`src/hdl/hdt_pkg.sv`:
```
// Shared constants and types for the holdover DAC tracking control block.
// Assumes a single clock domain and AXI4-Lite register access.
package hdt_pkg;

  // ==========================================================
  // Bus and register map (byte address = four times the index)
  localparam int         AXI_AW        = 12;
  localparam int         AXI_DW        = 32;
  localparam int         IDX_W         = 10;
  localparam logic [9:0] IDX_HOLD_CTRL = 10'h14B;
  localparam logic [9:0] IDX_MAN_LO    = 10'h14C;
  localparam logic [9:0] IDX_TRIP_LO   = 10'h14D;
  localparam logic [9:0] IDX_RATE_TRIP = 10'h14E;
  localparam logic [9:0] IDX_RATE_CNT  = 10'h14F;
  localparam logic [9:0] IDX_RAIL_CTRL = 10'h170;
  localparam logic [9:0] IDX_STATUS    = 10'h171;
  localparam logic [9:0] IDX_IRQ_STAT  = 10'h172;
  localparam logic [9:0] IDX_IRQ_MASK  = 10'h173;
  localparam logic [1:0] RESP_OKAY     = 2'h0;
  localparam logic [1:0] RESP_SLVERR   = 2'h2;

  // ==========================================================
  // Field positions
  localparam int TRACK_EN_BIT = 4;
  localparam int FORCE_BIT    = 3;
  localparam int MAN_SEL_BIT  = 2;
  localparam int MULT_LSB     = 6;
  localparam int STAT_RUN_BIT = 10;
  localparam int STAT_HOLD_BIT = 11;
  localparam int IRQ_LOW      = 0;
  localparam int IRQ_HIGH     = 1;
  localparam int IRQ_N        = 2;

  // ==========================================================
  // Reset values and scaling
  localparam logic [1:0]  MAN_HI_RST   = 2'h2;
  localparam logic [7:0]  MAN_LO_RST   = 8'h00;
  localparam logic [5:0]  TRIP_RST     = 6'h00;
  localparam logic [1:0]  MULT_RST     = 2'h0;
  localparam logic [7:0]  COUNT_RST    = 8'h7F;
  localparam logic        TRACK_EN_RST = 1'b1;
  localparam logic        MAN_SEL_RST  = 1'b1;
  localparam logic        FORCE_RST    = 1'b0;
  localparam logic        RAIL_EN_RST  = 1'b0;
  localparam logic [1:0]  IRQ_RST      = 2'h0;
  localparam logic [9:0]  TRACK_START  = 10'h200;
  localparam logic [9:0]  DAC_MAX      = 10'h3FF;
  localparam logic [10:0] FULL_SCALE   = 11'h400;
  localparam int          LVL_SH       = 4;
  localparam logic [4:0]  MULT_BASE_SH = 5'h02;
  localparam logic [4:0]  MULT_STEP_SH = 5'h04;

  // ==========================================================
  // Carriers
  typedef struct packed {
    logic       en;
    logic [9:0] idx;
    logic [7:0] data;
  } hdt_wr_t;

  typedef struct packed {
    logic       en;
    logic [9:0] idx;
  } hdt_rd_t;

  typedef enum {TRK_PAUSED, TRK_RUN, TRK_FROZEN} hdt_trk_t;

endpackage

```
`src/hdl/hdt_axil_slave.sv`:
```
// AXI4-Lite slave front end: one write and one read in flight at most.
// Assumes the parent decodes the index and returns read data in-cycle.
`timescale 1ns/1ps
`default_nettype none
module hdt_axil_slave
  import hdt_pkg::*;
(
  // Clock and reset
  input  wire logic              clk_i,
  input  wire logic              rst_i,
  // AXI4-Lite
  input  wire logic [AXI_AW-1:0] awaddr_i,
  input  wire logic              awvalid_i,
  output logic                   awready_o,
  input  wire logic [AXI_DW-1:0] wdata_i,
  input  wire logic [3:0]        wstrb_i,
  input  wire logic              wvalid_i,
  output logic                   wready_o,
  output logic [1:0]             bresp_o,
  output logic                   bvalid_o,
  input  wire logic              bready_i,
  input  wire logic [AXI_AW-1:0] araddr_i,
  input  wire logic              arvalid_i,
  output logic                   arready_o,
  output logic [AXI_DW-1:0]      rdata_o,
  output logic [1:0]             rresp_o,
  output logic                   rvalid_o,
  input  wire logic              rready_i,
  // Register side
  output hdt_wr_t                wr_o,
  input  wire logic              wok_i,
  output hdt_rd_t                rd_o,
  input  wire logic [AXI_DW-1:0] rdata_i,
  input  wire logic              rok_i
);

  logic [AXI_AW-1:0] awaddr_q;
  logic [7:0]        wdata_q;
  logic              wlane_q;
  logic              fire;

  // Both halves held and no response pending
  assign fire = !awready_o && !wready_o && !bvalid_o;
  assign wr_o.en   = fire && wlane_q && (awaddr_q[1:0] == 2'h0);
  assign wr_o.idx  = awaddr_q[AXI_AW-1:2];
  assign wr_o.data = wdata_q;
  assign rd_o.en   = arvalid_i && arready_o;
  assign rd_o.idx  = araddr_i[AXI_AW-1:2];

  always_ff @(posedge clk_i)
  begin
    if (rst_i)
    begin
      awready_o <= 1'b1;
      wready_o  <= 1'b1;
      bvalid_o  <= 1'b0;
      bresp_o   <= RESP_OKAY;
      awaddr_q  <= '0;
      wdata_q   <= '0;
      wlane_q   <= 1'b0;
    end
    else
    begin
      if (awvalid_i && awready_o)
      begin
        awready_o <= 1'b0;
        awaddr_q  <= awaddr_i;
      end
      if (wvalid_i && wready_o)
      begin
        wready_o <= 1'b0;
        wdata_q  <= wdata_i[7:0];
        wlane_q  <= wstrb_i[0];
      end
      if (fire)
      begin
        bvalid_o <= 1'b1;
        bresp_o  <= (wok_i && awaddr_q[1:0] == 2'h0) ? RESP_OKAY
                                                     : RESP_SLVERR;
      end
      if (bvalid_o && bready_i)
      begin
        bvalid_o  <= 1'b0;
        awready_o <= 1'b1;
        wready_o  <= 1'b1;
      end
    end
  end

  always_ff @(posedge clk_i)
  begin
    if (rst_i)
    begin
      arready_o <= 1'b1;
      rvalid_o  <= 1'b0;
      rdata_o   <= '0;
      rresp_o   <= RESP_OKAY;
    end
    else if (rd_o.en)
    begin
      arready_o <= 1'b0;
      rvalid_o  <= 1'b1;
      rdata_o   <= rdata_i;
      rresp_o   <= (rok_i && araddr_i[1:0] == 2'h0) ? RESP_OKAY
                                                    : RESP_SLVERR;
    end
    else if (rvalid_o && rready_i)
    begin
      rvalid_o  <= 1'b0;
      arready_o <= 1'b1;
    end
  end

endmodule
`default_nettype wire

```
`src/hdl/hdt_rate_timer.sv`:
```
// Tracking update timer: counts phase-detector ticks up to mult * count.
// Assumes tick_i is a one-cycle enable at the phase-detector rate.
`timescale 1ns/1ps
`default_nettype none
module hdt_rate_timer
  import hdt_pkg::*;
#(
  parameter int PER_W = 22
)
(
  // Clock and reset
  input  wire logic       clk_i,
  input  wire logic       rst_i,
  // Rate setting and tick
  input  wire logic       tick_i,
  input  wire logic [1:0] mult_i,
  input  wire logic [7:0] count_i,
  output logic            upd_o
);

  logic [PER_W-1:0] cnt_q;
  logic [PER_W-1:0] period;
  logic [4:0]       sh;

  // Multiplier is 4 << (4 * code), so the product is a shift
  always_comb
  begin
    sh     = MULT_BASE_SH + 5'(mult_i) * MULT_STEP_SH;
    period = PER_W'(count_i) << sh;
  end

  // Zero count means no updates; >= absorbs a shortened period
  always_ff @(posedge clk_i)
  begin
    if (rst_i)
    begin
      cnt_q <= '0;
      upd_o <= 1'b0;
    end
    else
    begin
      upd_o <= 1'b0;
      if (tick_i && period != '0)
      begin
        if (cnt_q >= period - PER_W'(1))
        begin
          cnt_q <= '0;
          upd_o <= 1'b1;
        end
        else
          cnt_q <= cnt_q + PER_W'(1);
      end
    end
  end

endmodule
`default_nettype wire

```
`src/hdl/hdt_top.sv`:
```
// Holdover DAC tracking control: registers, tracking, rail trips, IRQ.
// Assumes PD_TICK_I pulses once per phase-detector period of the first
// loop, and TUNE_CODE_I is the tuning voltage as a 10-bit DAC code.
//
// Overview of operation
// Manual value is ten bits, upper two then lower eight; resets 2 and 0.
// Manual select drives the DAC with the manual value, 0 to 1023.
// Six-bit lower trip at (code+1)/64 of supply above ground; default 0.
// Six-bit upper trip at (code+1)/64 below supply; default 0.
// Two-bit multiplier in bits 7:6 picks 4, 64, 1024, 16384; default 0.
// Eight-bit rate count, 0 to 255, default 127, sets update rate.
// Tracked value updates once per multiplier times count PD cycles.
// Enabled rail detect at a trip marks input invalid, raises switch.
// Forced holdover uses manual value if selected, else last tracked.
// Tracking enabled by default, runs only while locked, starts at 512.
// Tracked value saturates at 0 and 1023 and holds when paused.
`timescale 1ns/1ps
`default_nettype none
module hdt_top
  import hdt_pkg::*;
#(
  parameter int PER_W = 22
)
(
  // Clock and reset
  input  wire logic              CLK_I,
  input  wire logic              SYS_RST_I,
  // AXI4-Lite write
  input  wire logic [AXI_AW-1:0] S_AXI_AWADDR_I,
  input  wire logic              S_AXI_AWVALID_I,
  output logic                   S_AXI_AWREADY_O,
  input  wire logic [AXI_DW-1:0] S_AXI_WDATA_I,
  input  wire logic [3:0]        S_AXI_WSTRB_I,
  input  wire logic              S_AXI_WVALID_I,
  output logic                   S_AXI_WREADY_O,
  output logic [1:0]             S_AXI_BRESP_O,
  output logic                   S_AXI_BVALID_O,
  input  wire logic              S_AXI_BREADY_I,
  // AXI4-Lite read
  input  wire logic [AXI_AW-1:0] S_AXI_ARADDR_I,
  input  wire logic              S_AXI_ARVALID_I,
  output logic                   S_AXI_ARREADY_O,
  output logic [AXI_DW-1:0]      S_AXI_RDATA_O,
  output logic [1:0]             S_AXI_RRESP_O,
  output logic                   S_AXI_RVALID_O,
  input  wire logic              S_AXI_RREADY_I,
  // First loop status
  input  wire logic              PD_TICK_I,
  input  wire logic              FIRST_LOOP_LOCKED_I,
  input  wire logic [9:0]        TUNE_CODE_I,
  // DAC and holdover
  output logic [9:0]             DAC_CODE_O,
  output logic                   HOLDOVER_O,
  output logic                   CLK_SWITCH_O,
  output logic                   IRQ_O
);

  // ==========================================================
  // Declarations
  hdt_wr_t            wr;
  hdt_rd_t            rd;
  logic [AXI_DW-1:0]  rdata;
  logic               rok;
  logic               wok;
  logic               track_en_q;
  logic               force_q;
  logic               man_sel_q;
  logic [1:0]         man_hi_q;
  logic [7:0]         man_lo_q;
  logic [5:0]         trip_lo_q;
  logic [1:0]         mult_q;
  logic [5:0]         trip_hi_q;
  logic [7:0]         count_q;
  logic               rail_en_q;
  logic [IRQ_N-1:0]   irq_st_q;
  logic [IRQ_N-1:0]   irq_mask_q;
  logic [IRQ_N-1:0]   evt;
  logic [9:0]         tracked_q;
  logic [9:0]         tracked_d;
  logic [9:0]         man_value;
  hdt_trk_t           trk_q;
  hdt_trk_t           trk_d;
  logic               upd;
  logic [10:0]        lo_lvl;
  logic [10:0]        hi_lvl;
  logic               low_trip;
  logic               high_trip;
  logic               low_trip_q;
  logic               high_trip_q;

  assign man_value = {man_hi_q, man_lo_q};

  // ==========================================================
  // Bus front end
  hdt_axil_slave u_bus (
    .clk_i     (CLK_I),
    .rst_i     (SYS_RST_I),
    .awaddr_i  (S_AXI_AWADDR_I),
    .awvalid_i (S_AXI_AWVALID_I),
    .awready_o (S_AXI_AWREADY_O),
    .wdata_i   (S_AXI_WDATA_I),
    .wstrb_i   (S_AXI_WSTRB_I),
    .wvalid_i  (S_AXI_WVALID_I),
    .wready_o  (S_AXI_WREADY_O),
    .bresp_o   (S_AXI_BRESP_O),
    .bvalid_o  (S_AXI_BVALID_O),
    .bready_i  (S_AXI_BREADY_I),
    .araddr_i  (S_AXI_ARADDR_I),
    .arvalid_i (S_AXI_ARVALID_I),
    .arready_o (S_AXI_ARREADY_O),
    .rdata_o   (S_AXI_RDATA_O),
    .rresp_o   (S_AXI_RRESP_O),
    .rvalid_o  (S_AXI_RVALID_O),
    .rready_i  (S_AXI_RREADY_I),
    .wr_o      (wr),
    .wok_i     (wok),
    .rd_o      (rd),
    .rdata_i   (rdata),
    .rok_i     (rok)
  );

  // Status register is read-only, so writing it is refused
  assign wok = (wr.idx inside {IDX_HOLD_CTRL, IDX_MAN_LO, IDX_TRIP_LO,
                               IDX_RATE_TRIP, IDX_RATE_CNT, IDX_RAIL_CTRL,
                               IDX_IRQ_STAT, IDX_IRQ_MASK});

  // ==========================================================
  // Read mux
  always_comb
  begin
    rdata = '0;
    rok   = 1'b1;
    unique case (rd.idx)
      IDX_HOLD_CTRL:
      begin
        rdata[TRACK_EN_BIT] = track_en_q;
        rdata[FORCE_BIT]    = force_q;
        rdata[MAN_SEL_BIT]  = man_sel_q;
        rdata[1:0]          = man_hi_q;
      end
      IDX_MAN_LO:    rdata[7:0] = man_lo_q;
      IDX_TRIP_LO:   rdata[5:0] = trip_lo_q;
      IDX_RATE_TRIP: rdata[7:0] = {mult_q, trip_hi_q};
      IDX_RATE_CNT:  rdata[7:0] = count_q;
      IDX_RAIL_CTRL: rdata[0]   = rail_en_q;
      IDX_STATUS:
      begin
        rdata[9:0]           = tracked_q;
        rdata[STAT_RUN_BIT]  = (trk_q == TRK_RUN);
        rdata[STAT_HOLD_BIT] = HOLDOVER_O;
      end
      IDX_IRQ_STAT:  rdata[IRQ_N-1:0] = irq_st_q;
      IDX_IRQ_MASK:  rdata[IRQ_N-1:0] = irq_mask_q;
      default:       rok = 1'b0;
    endcase
  end

  // ==========================================================
  // Control registers
  always_ff @(posedge CLK_I)
  begin
    if (SYS_RST_I)
    begin
      track_en_q <= TRACK_EN_RST;
      force_q    <= FORCE_RST;
      man_sel_q  <= MAN_SEL_RST;
      man_hi_q   <= MAN_HI_RST;
      man_lo_q   <= MAN_LO_RST;
      trip_lo_q  <= TRIP_RST;
      mult_q     <= MULT_RST;
      trip_hi_q  <= TRIP_RST;
      count_q    <= COUNT_RST;
      rail_en_q  <= RAIL_EN_RST;
      irq_mask_q <= IRQ_RST;
    end
    else if (wr.en)
    begin
      unique case (wr.idx)
        IDX_HOLD_CTRL:
        begin
          track_en_q <= wr.data[TRACK_EN_BIT];
          force_q    <= wr.data[FORCE_BIT];
          man_sel_q  <= wr.data[MAN_SEL_BIT];
          man_hi_q   <= wr.data[1:0];
        end
        IDX_MAN_LO:    man_lo_q <= wr.data;
        IDX_TRIP_LO:   trip_lo_q <= wr.data[5:0];
        IDX_RATE_TRIP:
        begin
          mult_q    <= wr.data[MULT_LSB +: 2];
          trip_hi_q <= wr.data[5:0];
        end
        IDX_RATE_CNT:  count_q <= wr.data;
        IDX_RAIL_CTRL: rail_en_q <= wr.data[0];
        IDX_IRQ_MASK:  irq_mask_q <= wr.data[IRQ_N-1:0];
        default:       ;
      endcase
    end
  end

  // ==========================================================
  // Update timer
  hdt_rate_timer #(
    .PER_W (PER_W)
  ) u_timer (
    .clk_i   (CLK_I),
    .rst_i   (SYS_RST_I),
    .tick_i  (PD_TICK_I),
    .mult_i  (mult_q),
    .count_i (count_q),
    .upd_o   (upd)
  );

  // ==========================================================
  // Tracking
  always_comb
  begin
    if (!track_en_q || !FIRST_LOOP_LOCKED_I)
      trk_d = TRK_PAUSED;
    else if (force_q)
      trk_d = TRK_FROZEN;
    else
      trk_d = TRK_RUN;
  end

  // One code per update keeps the DAC steps small; saturating ends
  always_comb
  begin
    tracked_d = tracked_q;
    unique case (trk_q)
      TRK_RUN:
      begin
        if (upd && TUNE_CODE_I > tracked_q && tracked_q != DAC_MAX)
          tracked_d = tracked_q + 10'h001;
        else if (upd && TUNE_CODE_I < tracked_q && tracked_q != '0)
          tracked_d = tracked_q - 10'h001;
      end
      TRK_PAUSED: tracked_d = tracked_q;
      TRK_FROZEN: tracked_d = tracked_q;
    endcase
  end

  always_ff @(posedge CLK_I)
  begin
    if (SYS_RST_I)
    begin
      trk_q     <= TRK_PAUSED;
      tracked_q <= TRACK_START;
    end
    else
    begin
      trk_q     <= trk_d;
      tracked_q <= tracked_d;
    end
  end

  // ==========================================================
  // Rail trips
  always_comb
  begin
    lo_lvl    = ({5'h00, trip_lo_q} + 11'h001) << LVL_SH;
    hi_lvl    = FULL_SCALE - (({5'h00, trip_hi_q} + 11'h001) << LVL_SH);
    low_trip  = {1'b0, tracked_q} <= lo_lvl;
    high_trip = {1'b0, tracked_q} >= hi_lvl;
    evt[IRQ_LOW]  = rail_en_q && low_trip && !low_trip_q;
    evt[IRQ_HIGH] = rail_en_q && high_trip && !high_trip_q;
  end

  // ==========================================================
  // Outputs
  always_ff @(posedge CLK_I)
  begin
    if (SYS_RST_I)
    begin
      low_trip_q   <= 1'b0;
      high_trip_q  <= 1'b0;
      DAC_CODE_O   <= TRACK_START;
      HOLDOVER_O   <= 1'b0;
      CLK_SWITCH_O <= 1'b0;
    end
    else
    begin
      low_trip_q   <= low_trip;
      high_trip_q  <= high_trip;
      DAC_CODE_O   <= man_sel_q ? man_value : tracked_q;
      HOLDOVER_O   <= force_q || (rail_en_q && (low_trip || high_trip));
      CLK_SWITCH_O <= |evt;
    end
  end

  // ==========================================================
  // Interrupts
  // Set wins over a same-cycle write-one-to-clear
  for (genvar i = 0; i < IRQ_N; i++)
  begin : g_irq
    always_ff @(posedge CLK_I)
    begin
      if (SYS_RST_I)
        irq_st_q[i] <= 1'b0;
      else if (evt[i])
        irq_st_q[i] <= 1'b1;
      else if (wr.en && wr.idx == IDX_IRQ_STAT && wr.data[i])
        irq_st_q[i] <= 1'b0;
    end
  end

  always_ff @(posedge CLK_I)
  begin
    if (SYS_RST_I)
      IRQ_O <= 1'b0;
    else
      IRQ_O <= |(irq_st_q & irq_mask_q);
  end
endmodule
`default_nettype wire

```
`config.mk`:
```
export PLATFORM = sky130hd
export DESIGN_NAME = hdt_top
export DESIGN_NICKNAME = d
export VERILOG_FILES = /design/src/hdl/hdt_pkg.sv /design/src/hdl/hdt_axil_slave.sv /design/src/hdl/hdt_rate_timer.sv /design/src/hdl/hdt_top.sv
export SDC_FILE = /design/constraint.sdc
export NUM_CORES = 1
export LEC_CHECK = 0
export ABC_CLOCK_PERIOD_IN_PS = 10400
export BUFFER_PORTS_ARGS = -buffer_cell sky130_fd_sc_hd__buf_2
export CAP_MARGIN = 0
export CORE_ASPECT_RATIO = 0.5
export CORE_MARGIN = 4
export CORE_UTILIZATION = 60
export CTS_BUF_LIST = sky130_fd_sc_hd__clkbuf_8 sky130_fd_sc_hd__clkbuf_16
export DETAILED_ROUTE_END_ITERATION = 6
export PLACE_DENSITY = 0.83
export SKIP_CTS_REPAIR_TIMING = 1
export SLEW_MARGIN = 40
export SYNTH_ARGS = -nofsm -noshare
export SYNTH_HDL_FRONTEND = slang
export SYNTH_SLANG_ARGS = --single-unit
```
`constraint.sdc`:
```
create_clock -name CLK_I -period 10.4 [get_ports CLK_I]
set_input_delay 3.12 -clock CLK_I [delete_from_list [all_inputs] [get_ports CLK_I]]
set_output_delay 3.12 -clock CLK_I [all_outputs]
set_load 0.02 [all_outputs]
```
# Word level (Yosys, flattened, before mapping)
# Cells that the tools add are included.
# op_classes
shift,1
eq_ne,22
bitwise,3
n_lt_le_gt_ge,5
mux,24
n_addsub,8
reduce_logical,58
# ops
operator,n
"equality test 10 x 9 -> 1 bit, second input constant",17
"equality test 32 x 2 -> 1 bit, second input constant",2
2-to-1 mux 10 bit,4
"equality test 32 x 1 -> 1 bit, second input constant",1
zero test 32 bit,1
logical AND 1 bit,24
"adder 22 x 1 -> 22 bit, second input constant",1
greater-or-equal comparator 22 bit,1
2-to-1 mux 22 bit,1
nonzero test 22 bit,1
<< shifter 8 x 5 -> 22 bit,1
"subtractor 22 x 1 -> 22 bit, second input constant",1
one-hot mux 3 bit (6 select lines),1
AND reduction 2 bit,8
"adder 6 x 1 -> 7 bit, second input constant",2
OR reduction 2 bit,6
greater-or-equal comparator 10 x 11 -> 1 bit,1
less-or-equal comparator 10 x 11 -> 1 bit,1
"subtractor 11 bit, first input constant",1
"adder 10 x 1 -> 10 bit, second input constant",1
> comparator 10 bit,1
< comparator 10 bit,1
2-to-1 mux 1 bit,10
"!= test 10 bit, second input constant",1
other kinds (18),32
# word_totals
reg_bits,162
input_bits,79
word_cells,155
output_inout_bits,54

# Longest topological paths before layout
# depth
depth_word,9
ltp_mapped,19
ltp_nobuf,15

# By module
# From an unflattened synthesis, not the netlist that was laid out.
# hier_totals
hier_cells,1067
hier_area_um2,9049.9
# modules_own_cells
module,cells_each,area_per_inst_um2,instances
hdt_top,453,4097.7,1
hdt_rate_timer,330,2597.5,1
hdt_axil_slave,284,2354.8,1

# Worst setup path after synthesis
# Ideal clock, no wire load.
# synth_timing
path_kind,input port to flip-flop
startpoint,in TUNE_CODE_I[7]
endpoint,reg tracked_q[9]
setup_slack_ns,4.462
setup_time_ns,0.092
t_arrival_ns,5.846
path_stages,12
cell_sequence,ha_1 -> a211oi_1 -> o21bai_1 -> a211o_1 -> nand2_1 -> ha_1 -> a211oi_1 -> o21bai_1 -> o2111a_1 -> a211oi_1 -> nor3_1 -> nor4_1
# synth_via
elab_chain_cells,5
word_cells_on_any_way,10
# synth_lines
item,line_no,text
from (decl),hdt_top.sv:50,"input wire logic [9:0] TUNE_CODE_I,"
> comparator 10 bit / < comparator 10 bit (equally long branches),"hdt_top.sv:233, hdt_top.sv:235",
"logical AND 1 bit, on equally long branches (2 in a row)","hdt_top.sv:233, hdt_top.sv:235",
!= test 3 bit (no source line) / 2-to-1 mux 10 bit (equally long branches),--,
AND reduction 2 bit (no source line) / 2-to-1 mux 10 bit (equally long branches),--,
to (signal assigned),hdt_top.sv:253,tracked_q <= tracked_d;
to (decl),hdt_top.sv:78,logic [9:0] tracked_q;
# Several ways; a longest one is shown, not always the timed one. The select of a mux whose other input is x is not followed.
# A chain may end at the register's enable or synchronous reset.

# Worst setup path after layout
# layout_timing
startpoint,in TUNE_CODE_I[5]
endpoint,reg tracked_q[9]
# The elaborated chain is that of the path after synthesis.

==> results.json <==
{
  "outcome": "completed",
  "nFillCells": 1006,
  "skew_ns": 0.01071,
  "detail-route-antenna-nets": 0,
  "antennaDiodeCount": 0,
  "grt.overflow.total": 0,
  "stdcell_count": 1219,
  "routed_wl_um": 21680,
  "avgSynthCellArea_um2": 8.314,
  "routed_via_density": 6.249,
  "power.total_mw": 1.297,
  "netlist.area_leader.share": 0.3184,
  "drtPass1Iterations": 5,
  "ff2ff_path_depth": 15,
  "crit_path_max_fanout": 11,
  "final_nets": 1170,
  "tns_ns": 0,
  "start_kind": "input pin",
  "critPathMaxStageDelay_ns": 0.47,
  "final_common_cell": "dfxtp_1",
  "crit_buf_inv": 1,
  "htree_levels": 4,
  "num_vias": 7617,
  "synthCells": 983,
  "slew_headroom": 0.4739,
  "cts.path.max_buffers": 2,
  "maxSlewViolCount": 0,
  "hp-class": "reg -> reg",
  "cpMaxStageDelayCell": "a211oi_1",
  "cts_tree": "done",
  "synth_area_um2": 8173,
  "wl_per_cell_um": 17.79,
  "rows": 29,
  "hold_end": "u_bus.rdata_o[10]",
  "die-area_um2": 15670,
  "path_clk_slew_ns": 0.07,
  "synth.area.top_cells": "dfxtp_1 (32%), ha_1 (8.3%), mux2i_1 (7.6%), nor2_1 (4.9%), nand2_1 (4.5%)",
  "yosys_register_bits": 130,
  "portBuffers": 83,
  "rr_startpoint": "mult_q[0]",
  "critPathCaptureType": "flop",
  "holdCritStartpoint": "u_bus.rdata_o[10]",
  "synth_edf_count": 0,
  "drv_cap": 0,
  "worstPathCellList": "buf_2, ha_1, nand4_1, a211oi_1, a211o_1, nand2_1, ha_1, a211oi_1, o21bai_1, o2111a_1, a211oi_1, nor3_1, nor4_1",
  "timing.final.crit_period_ns": 6.257,
  "grt_max_degree": 92,
  "post-route-period-util": 0.6016,
  "arrival_ns": 6.59,
  "hold_depth": 2,
  "dominantRegCellSynth": "dfxtp_1",
  "power.leakage_nw": 3.757,
  "grt_usage": 0.2691,
  "die_w_um": 173.1,
  "clock_latency_ns": 0.42,
  "fmaxAchievable_mhz": 159.8,
  "cp_data_required_time_ns": 10.73,
  "die_h_um": 90.53,
  "rsz0062_at_grt": "false",
  "worst_slew_pin_slew_ns": 0.7833,
  "cts_buffers": 17,
  "drive_above_1_share": 0.1401,
  "cp_top_family": "compound AO/OA/AOI/OAI gates",
  "final_cell_mix": "dfxtp_1 (129), nor2_1 (107), nand2_1 (98)",
  "grt_pass1_vias": 7003,
  "r2r-end": "u_timer.cnt_q[4]",
  "path_class": "in -> reg",
  "powerDensity_nw_per_um2": 142.0,
  "yosysTopAreaCell": "dfxtp_1",
  "area_growth_syn_to_layout_pct": 11.71,
  "start_util": 0.6292,
  "hold_viol": 0,
  "multi_input_area_um2": 5127,
  "yosysUniqueCellTypes": 86,
  "ir_drop_v": 0.0001093,
  "yosysWarnings": 0,
  "gp_congestion": 0.9407,
  "dp.cells": 1186,
  "setup_violations": 0,
  "pin_count": 133,
  "drtIter0Drc": 725,
  "crit_top_cell": "a211oi_1",
  "yosysSeqAreaShare": 0.3184,
  "dp_hpwl_um": 15280,
  "r2r_slack_ns": 5.35,
  "core-area_um2": 12990,
  "clock_sinks": 130,
  "grt_pass1_wl_um": 35030,
  "drc": 0,
  "antenna_found_initial": 0,
  "synth_async_sr_flop_share": 0,
  "seq_area_um2": 2604,
  "cts_root_buf": "clkbuf_16"
}
## sequential cells by signal, summed over array words and instances (netlist names), 6 cells and up
name / cells
tracked_q: 10
man_lo_q: 8
u_timer.cnt_q: 22
DAC_CODE_O: 10
u_bus.wdata_q: 8
count_q: 8
trip_hi_q: 6
u_bus.awaddr_q: 12
trip_lo_q: 6
u_bus.rdata_o: 12
## through the flow
step	instance area (um2)	hold slack [ns]	setup WS (ns)	util
after global routing	9130	0.4760	3.938	0.7029
after detailed placement	8519	0.4437	3.794	0.6558
after global placement	8498	0.4379	4.053	0.6542
final	9130	0.4493	4.143	0.7029
after CTS	9106	0.4529	4.248	0.7010
after floorplan	8252	0.4182	4.462	-
## final cells by class
| cell class | instances | share of cell area |
|---|---|---|
| clock buffer | 17 | 0.04659 |
| inverter | 40 | 0.01645 |
| sequential | 130 | 0.2852 |
| multi-input combinational | 760 | 0.5616 |
| timing repair buffer | 87 | 0.04920 |
| clock inverter | 15 | 0.01768 |
| tap | 170 | 0.02330 |
## worst register-to-register path, stage by stage, from the launching register on
cell and delay [ns]:
dfxtp_2 0.66, nor2_1 0.22, nand2_1 0.14, ha_1 0.23
o31a_1 0.60, o21ai_0 0.40, nor2_1 0.19, o32a_1 0.17
ha_1 0.24, o21ai_0 0.22, o21bai_1 0.09, o311ai_0 0.41
nand4_1 0.42, buf_4 0.37, or4b_1 0.53, o211ai_1 0.11
## logic make-up after synthesis
logic type               Yosys count  share of synthesized area
XOR/XNOR                          30                    0.03215
AO/OA/AOI/OAI                    221                     0.1854
other                              1                  0.0004588
adder cells (fa/ha/maj)           55                    0.08512
multiplexers                      68                    0.09247
AND/OR/NAND/NOR                  364                     0.2182
buffers and inverters            114                    0.06782
flip-flops                       130                     0.3184
## routing by layer
layer | up-vias | track usage | wire length (um)
li1 | 3653 | - | -
met1 | 3552 | 0.3599 | 9437
met2 | 367 | 0.4345 | 10020
met3 | 45 | 0.06901 | 1873
met4 | 0 | 0.07366 | 348
met5 | - | 0 | 0
## synth_stat cells (all sizes together), types with 5 or more instances
cell type	number
dfxtp	130
nor2	108
nand2	98
mux2i	62
a21oi	56
ha	54
inv	39
buf	37
clkbuf	37
nand3	36
o21ai	35
nor3	25
xnor2	22
nand4	19
a211oi	16
a31oi	15
or3	12
and2	11
a311oi	9
nor4	9
xor2	8
a21o	7
and3	7
nor2b	7
o21a	7
o22ai	7
a22o	6
mux4	6
nand2b	6
o211ai	6
o21bai	5
o31ai	5
or2	5
## report_power, final
group / internal, mW / switching, mW / total (mW)
Combinational: 0.0652 / 0.0980 / 0.163
Clock: 0.321 / 0.267 / 0.588
Sequential: 0.517 / 0.0286 / 0.545
Total: 0.903 / 0.394 / 1.30
## worst max-delay path by stage
stage / cells past startpoint / end / start / slack (ns)
detailed placement: 13 / tracked_q[9] / TUNE_CODE_I[4] / 3.79
floorplan: 12 / tracked_q[9] / TUNE_CODE_I[7] / 4.46
global route: 13 / tracked_q[9] / TUNE_CODE_I[5] / 3.94
CTS: 13 / tracked_q[9] / TUNE_CODE_I[4] / 4.25
finish: 13 / tracked_q[9] / TUNE_CODE_I[5] / 4.14
global placement: 13 / tracked_q[9] / TUNE_CODE_I[7] / 4.05
No activity file was read; power rests on OpenSTA's default activity.
